<file path="src/bmc_pkg.sv">
package bmc_pkg;
	// ==========================================
	// register addresses
	localparam logic [4:0] ADDR_CONTROL = 5'h00;
	localparam logic [4:0] ADDR_STATUS = 5'h01;

	// ==========================================
	// control field positions
	localparam int CTL_DATAPATH_RESET_BIT = 15;
	localparam int CTL_LOOPBACK = 14;
	localparam int CTL_AUTONEG_ENABLE_BIT = 12;
	localparam int CTL_AN_RESTART = 9;
	localparam int CTL_COL_TEST = 7;

	// ==========================================
	// status field positions and constant bits
	localparam int STS_AN_DONE = 5;
	localparam int STS_REMOTE_FAULT_LATCHED = 4;
	localparam int STS_LINK = 2;
	localparam logic [15:0] STS_FIXED = 16'h7949;

	// ==========================================
	// management frame
	localparam logic [1:0] OP_READ = 2'h2;
	localparam logic [1:0] OP_WRITE = 2'h1;
	localparam logic [4:0] HDR_BITS = 5'h0c;
	localparam logic [4:0] TA_BITS = 5'h02;
	localparam logic [4:0] DATA_BITS = 5'h10;
	localparam logic [4:0] SKIP_BITS = 5'h12;
	localparam logic [1:0] RXD_NO_AN = 2'h3;
	localparam logic [1:0] STRAP_WAIT = 2'h2;

	typedef enum logic [2:0] {
		MS_PRE,
		MS_START,
		MS_HDR,
		MS_TA_RD,
		MS_RD,
		MS_TA_WR,
		MS_WR,
		MS_SKIP
	} bmc_mdio_state_type;
endpackage

</file>
<file path="src/bmc_mgmt_if.sv">
`timescale 1ns/1ps
interface bmc_mgmt_if;
	logic rd_stb;
	logic wr_stb;
	logic [4:0] addr;
	logic [15:0] wdata;
	logic [15:0] rdata;
	logic hit;

	modport engine
	(
		output rd_stb,
		output wr_stb,
		output addr,
		output wdata,
		input rdata,
		input hit
	);
	modport regs
	(
		input rd_stb,
		input wr_stb,
		input addr,
		input wdata,
		output rdata,
		output hit
	);
endinterface

</file>
<file path="src/bmc_mdio_slave.sv">
`timescale 1ns/1ps
module bmc_mdio_slave #(
	parameter logic [4:0] PHY_ADDR = 5'h00
)
(
	input wire logic clk_in,
	input wire logic rst_b_in,
	input wire logic mdc_in,
	input wire logic mdio_in,
	output logic mdio_out,
	output logic mdio_oe_b_out,
	bmc_mgmt_if.engine bus
);
	logic mdc_s1_r, mdc_s2_r, mdc_s3_r, mdio_s1_r, mdio_s2_r;
	logic prev_r, hit_r, rd_pend_r, rd_stb_r, wr_stb_r;
	logic [15:0] sh_r, data_r;
	logic [4:0] cnt_r, addr_r;
	bmc_pkg::bmc_mdio_state_type st_r;

	wire rise = mdc_s2_r & ~mdc_s3_r;
	wire bit_v = mdio_s2_r;
	wire [11:0] hdr = {sh_r[10:0], bit_v};
	wire hdr_match = hdr[9:5] == PHY_ADDR;
	wire hdr_last = cnt_r == bmc_pkg::HDR_BITS - 5'h01;

	assign bus.rd_stb = rd_stb_r;
	assign bus.wr_stb = wr_stb_r;
	assign bus.addr = addr_r;
	assign bus.wdata = data_r;

	// ==========================================
	// pin synchronisers; edge detect uses second and third stage only
	always_ff @(posedge clk_in or negedge rst_b_in)
	begin
		if (!rst_b_in)
		begin
			mdc_s1_r <= 1'b0;
			mdc_s2_r <= 1'b0;
			mdc_s3_r <= 1'b0;
			mdio_s1_r <= 1'b1;
			mdio_s2_r <= 1'b1;
		end
		else
		begin
			mdc_s1_r <= mdc_in;
			mdc_s2_r <= mdc_s1_r;
			mdc_s3_r <= mdc_s2_r;
			mdio_s1_r <= mdio_in;
			mdio_s2_r <= mdio_s1_r;
		end
	end

	// ==========================================
	// frame engine; preamble suppression: one idle one before start is enough
	always_ff @(posedge clk_in or negedge rst_b_in)
	begin
		if (!rst_b_in)
		begin
			st_r <= bmc_pkg::MS_PRE;
			prev_r <= 1'b0;
			hit_r <= 1'b0;
			rd_pend_r <= 1'b0;
			rd_stb_r <= 1'b0;
			wr_stb_r <= 1'b0;
			sh_r <= 16'h0000;
			data_r <= 16'h0000;
			cnt_r <= 5'h00;
			addr_r <= 5'h00;
			mdio_out <= 1'b1;
			mdio_oe_b_out <= 1'b1;
		end
		else
		begin
			rd_stb_r <= rd_pend_r;
			rd_pend_r <= 1'b0;
			wr_stb_r <= 1'b0;
			// register answer sampled in the strobe cycle, before latches update
			if (rd_stb_r)
			begin
				data_r <= bus.rdata;
				hit_r <= bus.hit;
			end
			if (rise)
			begin
				prev_r <= bit_v;
				case (st_r)
					bmc_pkg::MS_PRE:
					begin
						if (prev_r && !bit_v)
							st_r <= bmc_pkg::MS_START;
					end
					bmc_pkg::MS_START:
					begin
						cnt_r <= 5'h00;
						st_r <= bit_v ? bmc_pkg::MS_HDR : bmc_pkg::MS_PRE;
					end
					bmc_pkg::MS_HDR:
					begin
						sh_r <= {sh_r[14:0], bit_v};
						cnt_r <= cnt_r + 5'h01;
						if (hdr_last)
						begin
							cnt_r <= 5'h00;
							addr_r <= hdr[4:0];
							st_r <= bmc_pkg::MS_SKIP;
							if (hdr_match && hdr[11:10] == bmc_pkg::OP_READ)
							begin
								rd_pend_r <= 1'b1;
								st_r <= bmc_pkg::MS_TA_RD;
							end
							else if (hdr_match && hdr[11:10] == bmc_pkg::OP_WRITE)
								st_r <= bmc_pkg::MS_TA_WR;
						end
					end
					bmc_pkg::MS_TA_RD:
					begin
						// unmapped address: leave the line released
						mdio_out <= 1'b0;
						mdio_oe_b_out <= ~hit_r;
						cnt_r <= 5'h00;
						st_r <= bmc_pkg::MS_RD;
					end
					bmc_pkg::MS_RD:
					begin
						if (cnt_r == bmc_pkg::DATA_BITS)
						begin
							mdio_oe_b_out <= 1'b1;
							mdio_out <= 1'b1;
							prev_r <= 1'b0;
							st_r <= bmc_pkg::MS_PRE;
						end
						else
						begin
							mdio_out <= data_r[15];
							data_r <= {data_r[14:0], 1'b0};
							cnt_r <= cnt_r + 5'h01;
						end
					end
					bmc_pkg::MS_TA_WR:
					begin
						cnt_r <= cnt_r + 5'h01;
						if (cnt_r == bmc_pkg::TA_BITS - 5'h01)
						begin
							cnt_r <= 5'h00;
							st_r <= bmc_pkg::MS_WR;
						end
					end
					bmc_pkg::MS_WR:
					begin
						data_r <= {data_r[14:0], bit_v};
						cnt_r <= cnt_r + 5'h01;
						if (cnt_r == bmc_pkg::DATA_BITS - 5'h01)
						begin
							wr_stb_r <= 1'b1;
							prev_r <= 1'b0;
							st_r <= bmc_pkg::MS_PRE;
						end
					end
					bmc_pkg::MS_SKIP:
					begin
						// frame for another station: do not mistake its data for a start
						cnt_r <= cnt_r + 5'h01;
						if (cnt_r == bmc_pkg::SKIP_BITS - 5'h01)
						begin
							prev_r <= 1'b0;
							st_r <= bmc_pkg::MS_PRE;
						end
					end
					default:
						st_r <= bmc_pkg::MS_PRE;
				endcase
			end
		end
	end
endmodule

</file>
<file path="src/bmc_top.sv">
`timescale 1ns/1ps
module bmc_top #(
	parameter logic [4:0] PHY_ADDR = 5'h00
)
(
	input wire logic clk_in,
	input wire logic rst_b_in,
	input wire logic mdc_in,
	input wire logic mdio_in,
	output logic mdio_out,
	output logic mdio_oe_b_out,
	input wire logic col_in,
	output logic col_out,
	output logic col_oe_b_out,
	input wire logic rx_dv_in,
	input wire logic [1:0] rxd_in,
	input wire logic tx_en_in,
	input wire logic link_up_in,
	input wire logic remote_fault_in,
	input wire logic autoneg_done_in,
	output logic datapath_reset_out,
	output logic loopback_out,
	output logic autoneg_enable_out,
	output logic autoneg_restart_out
);
	bmc_mgmt_if mgmt ();

	logic col_s1_r, col_s2_r, dv_s1_r, dv_s2_r;
	logic [1:0] rxd_s1_r, rxd_s2_r, strap_cnt_r;
	logic strap_done_r, col_test_r, link_up_latched_r, remote_fault_latched_r;

	bmc_mdio_slave #(
		.PHY_ADDR(PHY_ADDR)
	) u_mdio (
		.clk_in(clk_in),
		.rst_b_in(rst_b_in),
		.mdc_in(mdc_in),
		.mdio_in(mdio_in),
		.mdio_out(mdio_out),
		.mdio_oe_b_out(mdio_oe_b_out),
		.bus(mgmt.engine)
	);

	// ==========================================
	// decode
	wire sel_ctl = mgmt.addr == bmc_pkg::ADDR_CONTROL;
	wire sel_sts = mgmt.addr == bmc_pkg::ADDR_STATUS;
	wire wr_ctl = mgmt.wr_stb & sel_ctl;
	wire rd_sts = mgmt.rd_stb & sel_sts;
	wire strap_an = col_s2_r | (dv_s2_r & (rxd_s2_r != bmc_pkg::RXD_NO_AN));
	wire autoneg_enable_bit_nxt = !strap_done_r ? strap_an : (wr_ctl ? mgmt.wdata[bmc_pkg::CTL_AUTONEG_ENABLE_BIT] : autoneg_enable_out);
	wire loop_nxt = wr_ctl ? mgmt.wdata[bmc_pkg::CTL_LOOPBACK] : loopback_out;
	wire col_test_nxt = wr_ctl ? mgmt.wdata[bmc_pkg::CTL_COL_TEST] : col_test_r;
	// down wins over a read in the same cycle
	wire link_nxt = !link_up_in ? 1'b0 : (rd_sts ? 1'b1 : link_up_latched_r);
	wire remote_fault_latched_nxt = remote_fault_in ? 1'b1 : (rd_sts ? 1'b0 : remote_fault_latched_r);

	wire [15:0] ctl_word = 16'h0000
		| (16'(loopback_out) << bmc_pkg::CTL_LOOPBACK)
		| (16'(autoneg_enable_out) << bmc_pkg::CTL_AUTONEG_ENABLE_BIT)
		| (16'(col_test_r) << bmc_pkg::CTL_COL_TEST);
	wire [15:0] sts_word = bmc_pkg::STS_FIXED
		| (16'(autoneg_done_in) << bmc_pkg::STS_AN_DONE)
		| (16'(remote_fault_latched_r) << bmc_pkg::STS_REMOTE_FAULT_LATCHED)
		| (16'(link_up_latched_r) << bmc_pkg::STS_LINK);
	assign mgmt.rdata = sel_ctl ? ctl_word : (sel_sts ? sts_word : 16'h0000);
	assign mgmt.hit = sel_ctl | sel_sts;

	// ==========================================
	// strap pins; value taken only after two sync stages settle
	always_ff @(posedge clk_in or negedge rst_b_in)
	begin
		if (!rst_b_in)
		begin
			col_s1_r <= 1'b0;
			col_s2_r <= 1'b0;
			dv_s1_r <= 1'b0;
			dv_s2_r <= 1'b0;
			rxd_s1_r <= 2'h0;
			rxd_s2_r <= 2'h0;
			strap_cnt_r <= 2'h0;
			strap_done_r <= 1'b0;
		end
		else
		begin
			col_s1_r <= col_in;
			col_s2_r <= col_s1_r;
			dv_s1_r <= rx_dv_in;
			dv_s2_r <= dv_s1_r;
			rxd_s1_r <= rxd_in;
			rxd_s2_r <= rxd_s1_r;
			if (strap_cnt_r != bmc_pkg::STRAP_WAIT)
				strap_cnt_r <= strap_cnt_r + 2'h1;
			strap_done_r <= strap_cnt_r == bmc_pkg::STRAP_WAIT;
		end
	end

	// ==========================================
	// control and status state
	always_ff @(posedge clk_in or negedge rst_b_in)
	begin
		if (!rst_b_in)
		begin
			datapath_reset_out <= 1'b0;
			autoneg_restart_out <= 1'b0;
			loopback_out <= 1'b0;
			autoneg_enable_out <= 1'b0;
			col_test_r <= 1'b0;
			link_up_latched_r <= 1'b0;
			remote_fault_latched_r <= 1'b0;
		end
		else
		begin
			datapath_reset_out <= wr_ctl & mgmt.wdata[bmc_pkg::CTL_DATAPATH_RESET_BIT];
			autoneg_restart_out <= wr_ctl & mgmt.wdata[bmc_pkg::CTL_AN_RESTART];
			loopback_out <= loop_nxt;
			autoneg_enable_out <= autoneg_enable_bit_nxt;
			col_test_r <= col_test_nxt;
			link_up_latched_r <= link_nxt;
			remote_fault_latched_r <= remote_fault_latched_nxt;
		end
	end

	// ==========================================
	// collision pin: released until strap sampled, then driven
	always_ff @(posedge clk_in or negedge rst_b_in)
	begin
		if (!rst_b_in)
		begin
			col_out <= 1'b0;
			col_oe_b_out <= 1'b1;
		end
		else
		begin
			col_oe_b_out <= ~strap_done_r;
			col_out <= col_test_r & tx_en_in;
		end
	end
endmodule

</file>
<file path="config.mk">
export PLATFORM = sky130hd
export DESIGN_NAME = bmc_top
export DESIGN_NICKNAME = d
export VERILOG_FILES = /design/src/bmc_pkg.sv /design/src/bmc_mgmt_if.sv /design/src/bmc_mdio_slave.sv /design/src/bmc_top.sv
export SDC_FILE = /design/constraint.sdc
export NUM_CORES = 1
export LEC_CHECK = 0
export ABC_AREA = 1
export BUFFER_PORTS_ARGS = -buffer_cell sky130_fd_sc_hd__buf_2
export CAP_MARGIN = 20
export CORE_ASPECT_RATIO = 1.5
export CORE_MARGIN = 8
export CORE_UTILIZATION = 45
export DETAILED_ROUTE_END_ITERATION = 10
export SLEW_MARGIN = 10
export SYNTH_ARGS = -nofsm -noshare
export SYNTH_HDL_FRONTEND = slang
export SYNTH_SLANG_ARGS = --single-unit
</file>
<file path="constraint.sdc">
create_clock -name clk_in -period 1.6 [get_ports clk_in]
set_input_delay 0.08 -clock clk_in [delete_from_list [all_inputs] [get_ports clk_in]]
set_output_delay 0.08 -clock clk_in [all_outputs]
set_load 0.03 [all_outputs]
</file>
# Word-level counts from Yosys, hierarchy flattened
# Cells that the tools add are included.
[totals]
word_cells = 138
regBits = 72
[op_classes]
n_reduce_logical = 18
eq_ne = 27
mux = 41
addsub = 2
bitwise = 16
[op_table]
columns = ["cell", "count"]
rows = [
  ["$mux 16", 3],
  ["$pmux 16 s2", 1],
  ["$mux 15", 2],
  ["$pmux 5 s5", 1],
  ["$pmux 3 s8", 1],
  ["$mux 3", 7],
  ["$mux 1", 18],
  ["$ne 2x1->1 const B", 8],
  ["$mux 5", 3],
  ["$or 15x13->15", 1],
  ["$or 15x3->15", 1],
  ["$or 15x5->15", 1],
  ["$or 15x8->15", 1],
  ["$eq 3x3->1 const B", 4],
  ["$eq 5x1->1 const B", 2],
  ["$eq 5x4->1 const B", 2],
  ["$eq 5x5->1 const B", 2],
  ["$logic_not 5->1", 2],
  ["$reduce_and 3->1", 3],
  ["$and 1x1->1", 7],
  ["$reduce_and 7->1", 1],
  ["$eq 3x2->1 const B", 2],
  ["$ne 2x2->1 const B", 3],
  ["$add 5x1->5 const B", 1],
  ["16 further kinds", 27],
]

# Depth between registers and ports, before layout
# Gate-level depths: netlist of run 1.
[logic_depth]
depth_word = 8
depth_mapped = 11
depth_no_buf = 11

# By module
# A second synthesis of run 1 with hierarchy kept.
[hier_totals]
cells_unflattened = 352
hier_area_um2 = 3310.7
[by_module_without_submodules]
columns = ["mod", "n_inst", "seq_area_each_um2", "area_each_um2", "cells_per_inst"]
rows = [
  ["bmc_mdio_slave", 1, 1306.3, 2548.7, 279],
  ["bmc_top", 1, 501.7, 762.0, 73],
]

# Worst setup path after synthesis of run 1
# Ideal clock, no wire load.
[synth_timing]
kind = "register -> register"
from = "register u_mdio.cnt_r[0]"
to = "register u_mdio.st_r[1]"
stages_incl_launch_ff = 12
required_ns = 1.483
path_buffers = 0
setup_ns = 0.117
arrival_ns = 1.353
slack_ns = 0.130
synth_period_minus_slack_ns = 1.470
path_cell_list = "dfrtp_1 -> ha_1 -> inv_1 -> nor2_1 -> ha_1 -> inv_1 -> nand2_1 -> inv_1 -> nor2_2 -> nand2_1 -> nand2_1 -> nand2_1"
[synth_between]
elab_chain_len = 3
word_cells_on_any_way = 11
cone_classes = "eq/ne (10); reduce/logical (1)"
[synth_rtl]
columns = ["element", "line", "rtl"]
rows = [
  ["start, declared", "bmc_mdio_slave.sv:17", "logic [4:0] cnt_r, addr_r;"],
  ["start signal, assigned", "bmc_mdio_slave.sv:100", "cnt_r <= cnt_r + 5'h01;"],
  ["start signal, assigned", "bmc_mdio_slave.sv:136", "cnt_r <= cnt_r + 5'h01;"],
  ["start signal, assigned", "bmc_mdio_slave.sv:141", "cnt_r <= cnt_r + 5'h01;"],
  ["$eq 5x5->1 (tied with other cells)", "bmc_mdio_slave.sv:163", "if (cnt_r == bmc_pkg::SKIP_BITS - 5'h01)"],
  ["$ne 2x1->1 (no source line)", "n/a", ""],
  ["$reduce_and 7->1 (no source line) *", "n/a", ""],
  ["end signal, assigned", "bmc_mdio_slave.sv:156", "st_r <= bmc_pkg::MS_PRE;"],
  ["end signal, assigned", "bmc_mdio_slave.sv:166", "st_r <= bmc_pkg::MS_PRE;"],
  ["end signal, assigned", "bmc_mdio_slave.sv:170", "st_r <= bmc_pkg::MS_PRE;"],
  ["end, declared", "bmc_mdio_slave.sv:18", "bmc_pkg::bmc_mdio_state_type st_r;"],
]
# Every way passes the cells marked *; elsewhere a longest branch is shown, timed or not.
# A chain may end at the register's enable or synchronous reset.

# Final worst setup path of run 1
[layout_timing]
from = "register u_mdio.cnt_r[0]"
to = "register u_mdio.st_r[2]"
# Same word-level chain as after synthesis.

==> results_dict.tcl, run 1 <==
set metrics [dict create \
    cp.required_ns 1.84 \
    gp_congestion 0.843 \
    antenna_found_initial 0 \
    dr_wl_met2_mm 3.28 \
    r2r-end "u_mdio.st_r[2]$_DFFE_PN0P_" \
    grt_pass1_vias 2472 \
    synth_compound_area_frac 0.0746 \
    drive_gt1_frac 0.245 \
    postLayoutCoreUtil 0.545 \
    path_clk_slew_ns 0.08 \
    overflow 0 \
    reg2reg_depth 11 \
    rrSetupSlack_ns 0.09 \
    cts_buffers 9 \
    crit_fanout 4 \
    synth-seq-cells 72 \
    max_freq_mhz 661 \
    critical_path.max_stage_delay_ns 0.42 \
    tightest_slew_ns 0.496 \
    synth_top_family_by_area "simple AND/OR/NAND/NOR gates" \
    muxShareOfSynthArea 0.0139 \
    die_y_um 120 \
    r2r_start "u_mdio.cnt_r[0]$_DFFE_PN0P_" \
    ys_seq_area_frac 0.559 \
    rsz0062_at_grt "yes" \
    wl_per_cell_um 13.1 \
    synth.distinct_cells 31 \
    drt_iter0_drc 101 \
    vias_per_cell 4.90 \
    drv_cap 0 \
    setup_ws_ns 0.0873 \
    crit_path_cell_trace "ha_2 > inv_2 > nor2_2 > ha_2 > inv_2 > nand2_2 > inv_2 > nor2_4 > nand2_2 > nand2_1 > nand2_1" \
    port_buffers 19 \
    hpwl_mm 4.69 \
    dr_wl_met3_um 218 \
    wl_met1_mm 2.81 \
    cts_buffer_depth 2 \
    status "finished, final reports clean" \
    clock_skew_ns 0.00376 \
    placed_cell_area_um2 3480 \
    slew_headroom 0.669 \
    routed.top_layer "met4" \
    ys_warn_count 0 \
    slew_viol_final 0 \
    syn_area_per_cell_um2 8.84 \
    cp.arrival_ns 1.75 \
    htree_levels 3 \
    p_leak_nw 1.94 \
    dr_total_vias 2432 \
    n_antenna_cell 0 \
    synthAdderAreaFrac 0.0193 \
    hold_viol_final 0 \
    powerDensity_nw_per_um2 1290 \
    die_area_um2 10200 \
    finalPower_w 0.00499 \
    syn2layout_area_growth_pct 19.2 \
    clock_latency_ns 0.35 \
    final_nets 428 \
    syn_area_um2 3240 \
    wl_mm 6.49 \
    peakVddDrop_uv 586 \
    grt_pass1_wl_mm 11.4 \
    period_needed_ns 1.51 \
    cts_sinks 72 \
    final_cell_area_um2 3860 \
    crit_path_top_delay_cell "dfrtp_1" \
    core_um2 7080 \
    start_util 0.457 \
    hp-class "input port to async pin" \
    drc 0 \
    post-route-period-util 0.945 \
    io_pins 20 \
    syn_nets 383 \
    postRouteAntennaNets 0 \
    start_kind "register" \
    crit_top_cell "inv_2" \
    cts_tree "yes" \
    grtUsageTotal 0.141 \
    crit_type "register to register" \
    endpoint_kind "register" \
    synth-simple-area-share 0.262 \
    synthXorXnorAreaFrac 0.00541 \
    rows 38 \
    post-place-ws_ns 0.0227 \
    firstDrtPassIters 4 \
    synthCells 366 \
    setup_viol 0 \
    grt_start_max_net_pins 29 \
    dieWidth_um 85.3 \
    clock-root-buffer "clkbuf_8" \
]
## layout by cell type, fill, tap and decap left out, types with 7 or more instances in the layout
cell	synthesis	layout
nand3_1	37	37
buf_2	5	19
nand2_2	6	8
nand2_1	104	100
nor2_1	24	21
o21ai_0	13	13
a21oi_1	9	8
buf_4	2	10
dfrtp_1	67	65
o21ai_1	10	10
clkbuf_8	0	9
nor2_4	4	7
inv_2	8	13
dlygate4sd3_1	0	11
inv_1	36	31
## layout make-up
cell class | instances | area (um2)
clock buffers | 9 | 124
clock inverters | 7 | 70.1
fillers | 645 | 3230
inverters | 44 | 165
multi-input cells | 242 | 1270
flip-flops and latches | 72 | 1810
well taps | 80 | 100
repair buffers | 42 | 320
## flip-flops by register name, summed over array words and instances, names as in the netlist, 2 cells and up
name	cells
u_mdio.cnt_r	5
strap_cnt_r	2
rxd_s1_r	2
rxd_s2_r	2
u_mdio.bus.addr	5
u_mdio.sh_r	11
u_mdio.bus.wdata	16
u_mdio.st_r	3
## cell families (layout without fill, tap and decap cells)
kind of cell             count (synthesis)  after routing
multiplexers                             3              3
AND/OR/NAND/NOR                        190            190
XOR/XNOR                                 2              2
adder cells (fa/ha/maj)                  5              5
AO/OA/AOI/OAI                           42             42
buffers and inverters                   52            102
flip-flops                              72             72
## where the power goes
part / total [W] / internal (W) / switching [W]
Clock: 0.00143 / 0.000719 / 0.000708
Sequential: 0.00225 / 0.00205 / 0.000202
Combinational: 0.00131 / 0.000458 / 0.000853
## per-layer routing
metal / track usage / up-vias
met5: 0 / -
met1: 0.157 / 1140
met4: 0.0793 / 0
met3: 0.0390 / 11
li1: - / 1252
met2: 0.237 / 29
## metrics by stage
step	hold WS (ns)	instances	setup TNS, ns
finish	0.213	496	0
global route	0.257	496	-0.0634
CTS	0.199	493	0
detailed placement	0.0590	466	0
global placement	0.0571	466	0
floorplan	-0.216	366	0
## Yosys cell counts, drive strengths merged
library cell / n / area share
xnor2: 1 / 0.0027
dfrtp: 67 / 0.52
a21oi: 10 / 0.017
nor2: 32 / 0.049
inv: 44 / 0.051
xor2: 1 / 0.0027
buf: 7 / 0.012
nand4: 6 / 0.012
nand2: 111 / 0.14
o21a: 1 / 0.0023
o211ai: 1 / 0.0023
nand3b: 1 / 0.0023
a21o: 1 / 0.0023
nor3: 2 / 0.0031
mux2: 3 / 0.014
o22ai: 1 / 0.0019
nand3: 38 / 0.060
o21ai: 28 / 0.049
ha: 5 / 0.019
clkbuf: 1 / 0.0023
dfstp: 5 / 0.041
## critical path, delay by kind of cell, from the launching register on
kind                       cells  cell delay (ns)
buffers and inverters          3             0.15
DFF                            1             0.42
and+or+nand+nor                6             0.44
adders and majority gates      2             0.40
## repair_timing
action	CTS	global route
setup endpoints to repair	0	21
resized for setup	0	22
setup buffers	0	3
endpoints found under the hold margin	24	0
hold buffers	11	0
## how the worst max path moves through the flow
stage / cells past startpoint / slack (ns) / to / startpoint
after floorplan: 11 / 0.13 / u_mdio.st_r[1]$_DFFE_PN0P_ / u_mdio.cnt_r[0]$_DFFE_PN0P_
after global placement: 11 / 0.07 / u_mdio.st_r[1]$_DFFE_PN0P_ / u_mdio.cnt_r[1]$_DFFE_PN0P_
after detailed placement: 11 / 0.02 / u_mdio.st_r[2]$_DFFE_PN0P_ / u_mdio.cnt_r[1]$_DFFE_PN0P_
after CTS: 11 / 0.02 / u_mdio.st_r[2]$_DFFE_PN0P_ / u_mdio.cnt_r[1]$_DFFE_PN0P_
after global routing: 11 / -0.03 / u_mdio.st_r[2]$_DFFE_PN0P_ / u_mdio.cnt_r[0]$_DFFE_PN0P_
final: 11 / 0.09 / u_mdio.st_r[2]$_DFFE_PN0P_ / u_mdio.cnt_r[0]$_DFFE_PN0P_
Note: power is estimated with default switching activity, not from simulation.
==> run 2, diff against run 1 <==
- BUFFER_PORTS_ARGS: -buffer_cell sky130_fd_sc_hd__buf_2 -> -buffer_cell sky130_fd_sc_hd__buf_4
- SYNTH_HIERARCHICAL: default -> 1
==> results_dict.tcl, run 2 <==
set metrics [dict create \
    n_antenna_cell 0 \
    cts_sinks 72 \
    yosysTopAreaCell "dfrtp_1" \
    dr_total_vias 2428 \
    dieWidth_um 86.0 \
    vias_per_cell 4.81 \
    final_nets 417 \
    path_clk_slew_ns 0.07 \
    max_freq_mhz 650 \
    grt_pass1_wl_mm 10.7 \
    use_met1 0.144 \
    cp.required_ns 1.83 \
    intPower_w 0.00360 \
    syn_area_um2 3310 \
    overflow 0 \
    clock-root-buffer "clkbuf_8" \
    drc 0 \
    crit_type "register to register" \
    endpoint_kind "register" \
    layout_commonest_cell "nand2_1" \
    period_needed_ns 1.54 \
    post-route-period-util 0.962 \
    reg2reg_depth 11 \
    cts_buffer_depth 2 \
    cts_buffers 9 \
    rows 38 \
    grt_util_met2 0.223 \
    p_leak_nw 1.88 \
    layout_common_cells "67 x nand2_1, 66 x dfrtp_1, 38 x inv_1" \
    syn_area_per_cell_um2 9.41 \
    clock_latency_ns 0.33 \
    antenna_found_initial 0 \
    synth_most_common_cell "nand2_1" \
    finalPower_w 0.00531 \
    clock_skew_ns 0.00560 \
    powerDensity_nw_per_um2 1310 \
    io_pins 20 \
    synthFlopType "dfrtp_1" \
    grtUsageTotal 0.131 \
    crit_path_top_delay_cell "dfrtp_1" \
    setup_viol 0 \
    status "finished, final reports clean" \
    hp-class "input port to register" \
    gr-usage-met3 0.0414 \
    synthCells 352 \
    start_kind "register" \
    wl_mm 6.37 \
    synth.distinct_cells 34 \
    core_um2 7180 \
    hold_viol_final 0 \
    hpwl_mm 4.50 \
    ys_seq_area_frac 0.546 \
    grt.busiest_layer "met2" \
    cp.arrival_ns 1.77 \
    synth.area.top_cells "dfrtp_1 51%, nand2_1 8.2%, nand3_1 4.7%, inv_1 4.6%, mux2i_1 4.5%" \
    synth_commonest_cells "72 x nand2_1, 67 x dfrtp_1, 41 x inv_1" \
    rsz0062_at_grt "yes" \
    largest_reg_flops 16 \
    grt_pass1_vias 2340 \
    crit_fanout 4 \
    r2r_start "u_mdio/cnt_r[1]$_DFFE_PN0P_" \
    ys_warn_count 6 \
    syn2layout_area_growth_pct 22.2 \
    crit_start "u_mdio/cnt_r[1]$_DFFE_PN0P_" \
    yosysTopAreaCellShare 0.506 \
    synth-seq-cells 72 \
    port_buffers 19 \
    critical_path.max_stage_delay_ns 0.43 \
    start_util 0.461 \
    pwr-share-seq 0.435 \
    rrSetupSlack_ns 0.06 \
    gp_congestion 0.846 \
    htree_levels 3 \
    wl_per_cell_um 12.6 \
    firstDrtPassIters 5 \
    endpoint "u_mdio/st_r[0]$_DFFE_PN0P_" \
    power_frac_comb 0.261 \
    cts_tree "yes" \
    synth_edf_count 0 \
    r2r-end "u_mdio/st_r[0]$_DFFE_PN0P_" \
    place_inst 477 \
    die_y_um 121 \
    p_sw_frac 0.323 \
    drive_gt1_frac 0.240 \
    peakVddDrop_uv 694 \
    pwr-share-clk 0.304 \
    instances_no_fill 505 \
    drt_iter0_drc 95 \
    slew_viol_final 0 \
    crit_path_cell_trace "ha_4 > nand2_2 > nor2_2 > ha_2 > inv_2 > nand3_2 > nand2_2 > nor2_4 > nand2_2 > nand2_1 > nand2_1" \
    power.net_switching_w 0.00171 \
    synthArstFlopShare 1.00 \
    grt_start_max_net_pins 33 \
    crit_top_cell "nand2_2" \
    drv_cap 0 \
    postRouteAntennaNets 0 \
    die_area_um2 10400 \
]
## run 2: power by group through the flow
stage	clock network, W	registers [W]	logic (W)
after CTS	0.00168	0.00229	0.00130
final	0.00161	0.00231	0.00138
after detailed placement	0	0.00232	0.00128
after global placement	0	0.00232	0.00126
after global routing	0.00175	0.00234	0.00156
after floorplan	0	0.00234	0.000884
## run 2: worst min-delay path by stage
stage	startpoint	to	slack, ns	cells after the start
2_1_floorplan	rst_b_in	autoneg_enable_out$_DFFE_PN0P_	-0.22	0
3_3_place_gp	rst_b_in	rxd_s2_r[0]$_DFF_PN0_	0.02	1
3_5_place_dp	rst_b_in	rxd_s2_r[0]$_DFF_PN0_	0.02	1
4_1_cts	autoneg_done_in	u_mdio/bus.wdata[5]$_DFF_PN0_	0.16	5
5_1_grt	autoneg_done_in	u_mdio/bus.wdata[5]$_DFF_PN0_	0.20	5
6_report	autoneg_done_in	u_mdio/bus.wdata[5]$_DFF_PN0_	0.18	5
## run 2: routing by layer
| layer | vias up | wire, um |
|---|---|---|
| met4 | 0 | 57 |
| met1 | 1163 | 2740 |
| met5 | - | 0 |
| li1 | 1228 | - |
| met3 | 4 | 228 |
| met2 | 33 | 3340 |
## run 2: metrics by stage
stage                      util  instance area, um2  hold WS (ns)  setup TNS [ns]  worst slack, ns
after floorplan               -                3320        -0.216               0            0.133
after global placement    0.507                3640        0.0201               0           0.0623
after CTS                 0.553                3970         0.161               0          0.00979
final                     0.564                4050         0.178               0           0.0616
after global routing      0.564                4050         0.200          -0.101          -0.0477
after detailed placement  0.507                3640        0.0202               0           0.0237
## run 2: cells by family after synthesis
family | share of synthesized area
muxes | 0.0556
adders and majority gates | 0.0189
buffers and inverters | 0.0661
DFF | 0.546
and+or+nand+nor | 0.219
AOI/OAI and AO/OA | 0.0850
xor gates and xnor gates | 0.00794
other | 0.00113
## run 2: what timing repair did
item | in CTS | in global routing
setup buffers | 0 | 2
hold endpoints to repair | 65 | 0
hold buffers | 10 | 0
gates resized for setup | 0 | 18
endpoints found under the setup margin | 0 | 20
## run 2: critical path: cells and delay by family, from the launching register on
| family | cells | cell delay [ns] |
|---|---|---|
| simple gates | 8 | 0.62 |
| flops | 1 | 0.43 |
| fa+ha+maj | 2 | 0.35 |
| buf+inv | 1 | 0.04 |
## run 2: layout make-up
type	instances	area, um2
Clock inverter	4	76.3
Inverter	43	161
Multi-Input combinational cell	232	1350
Sequential cell	72	1810
Timing Repair Buffer	42	365
Fill cell	633	3130
Clock buffer	12	155
Tap cell	100	125
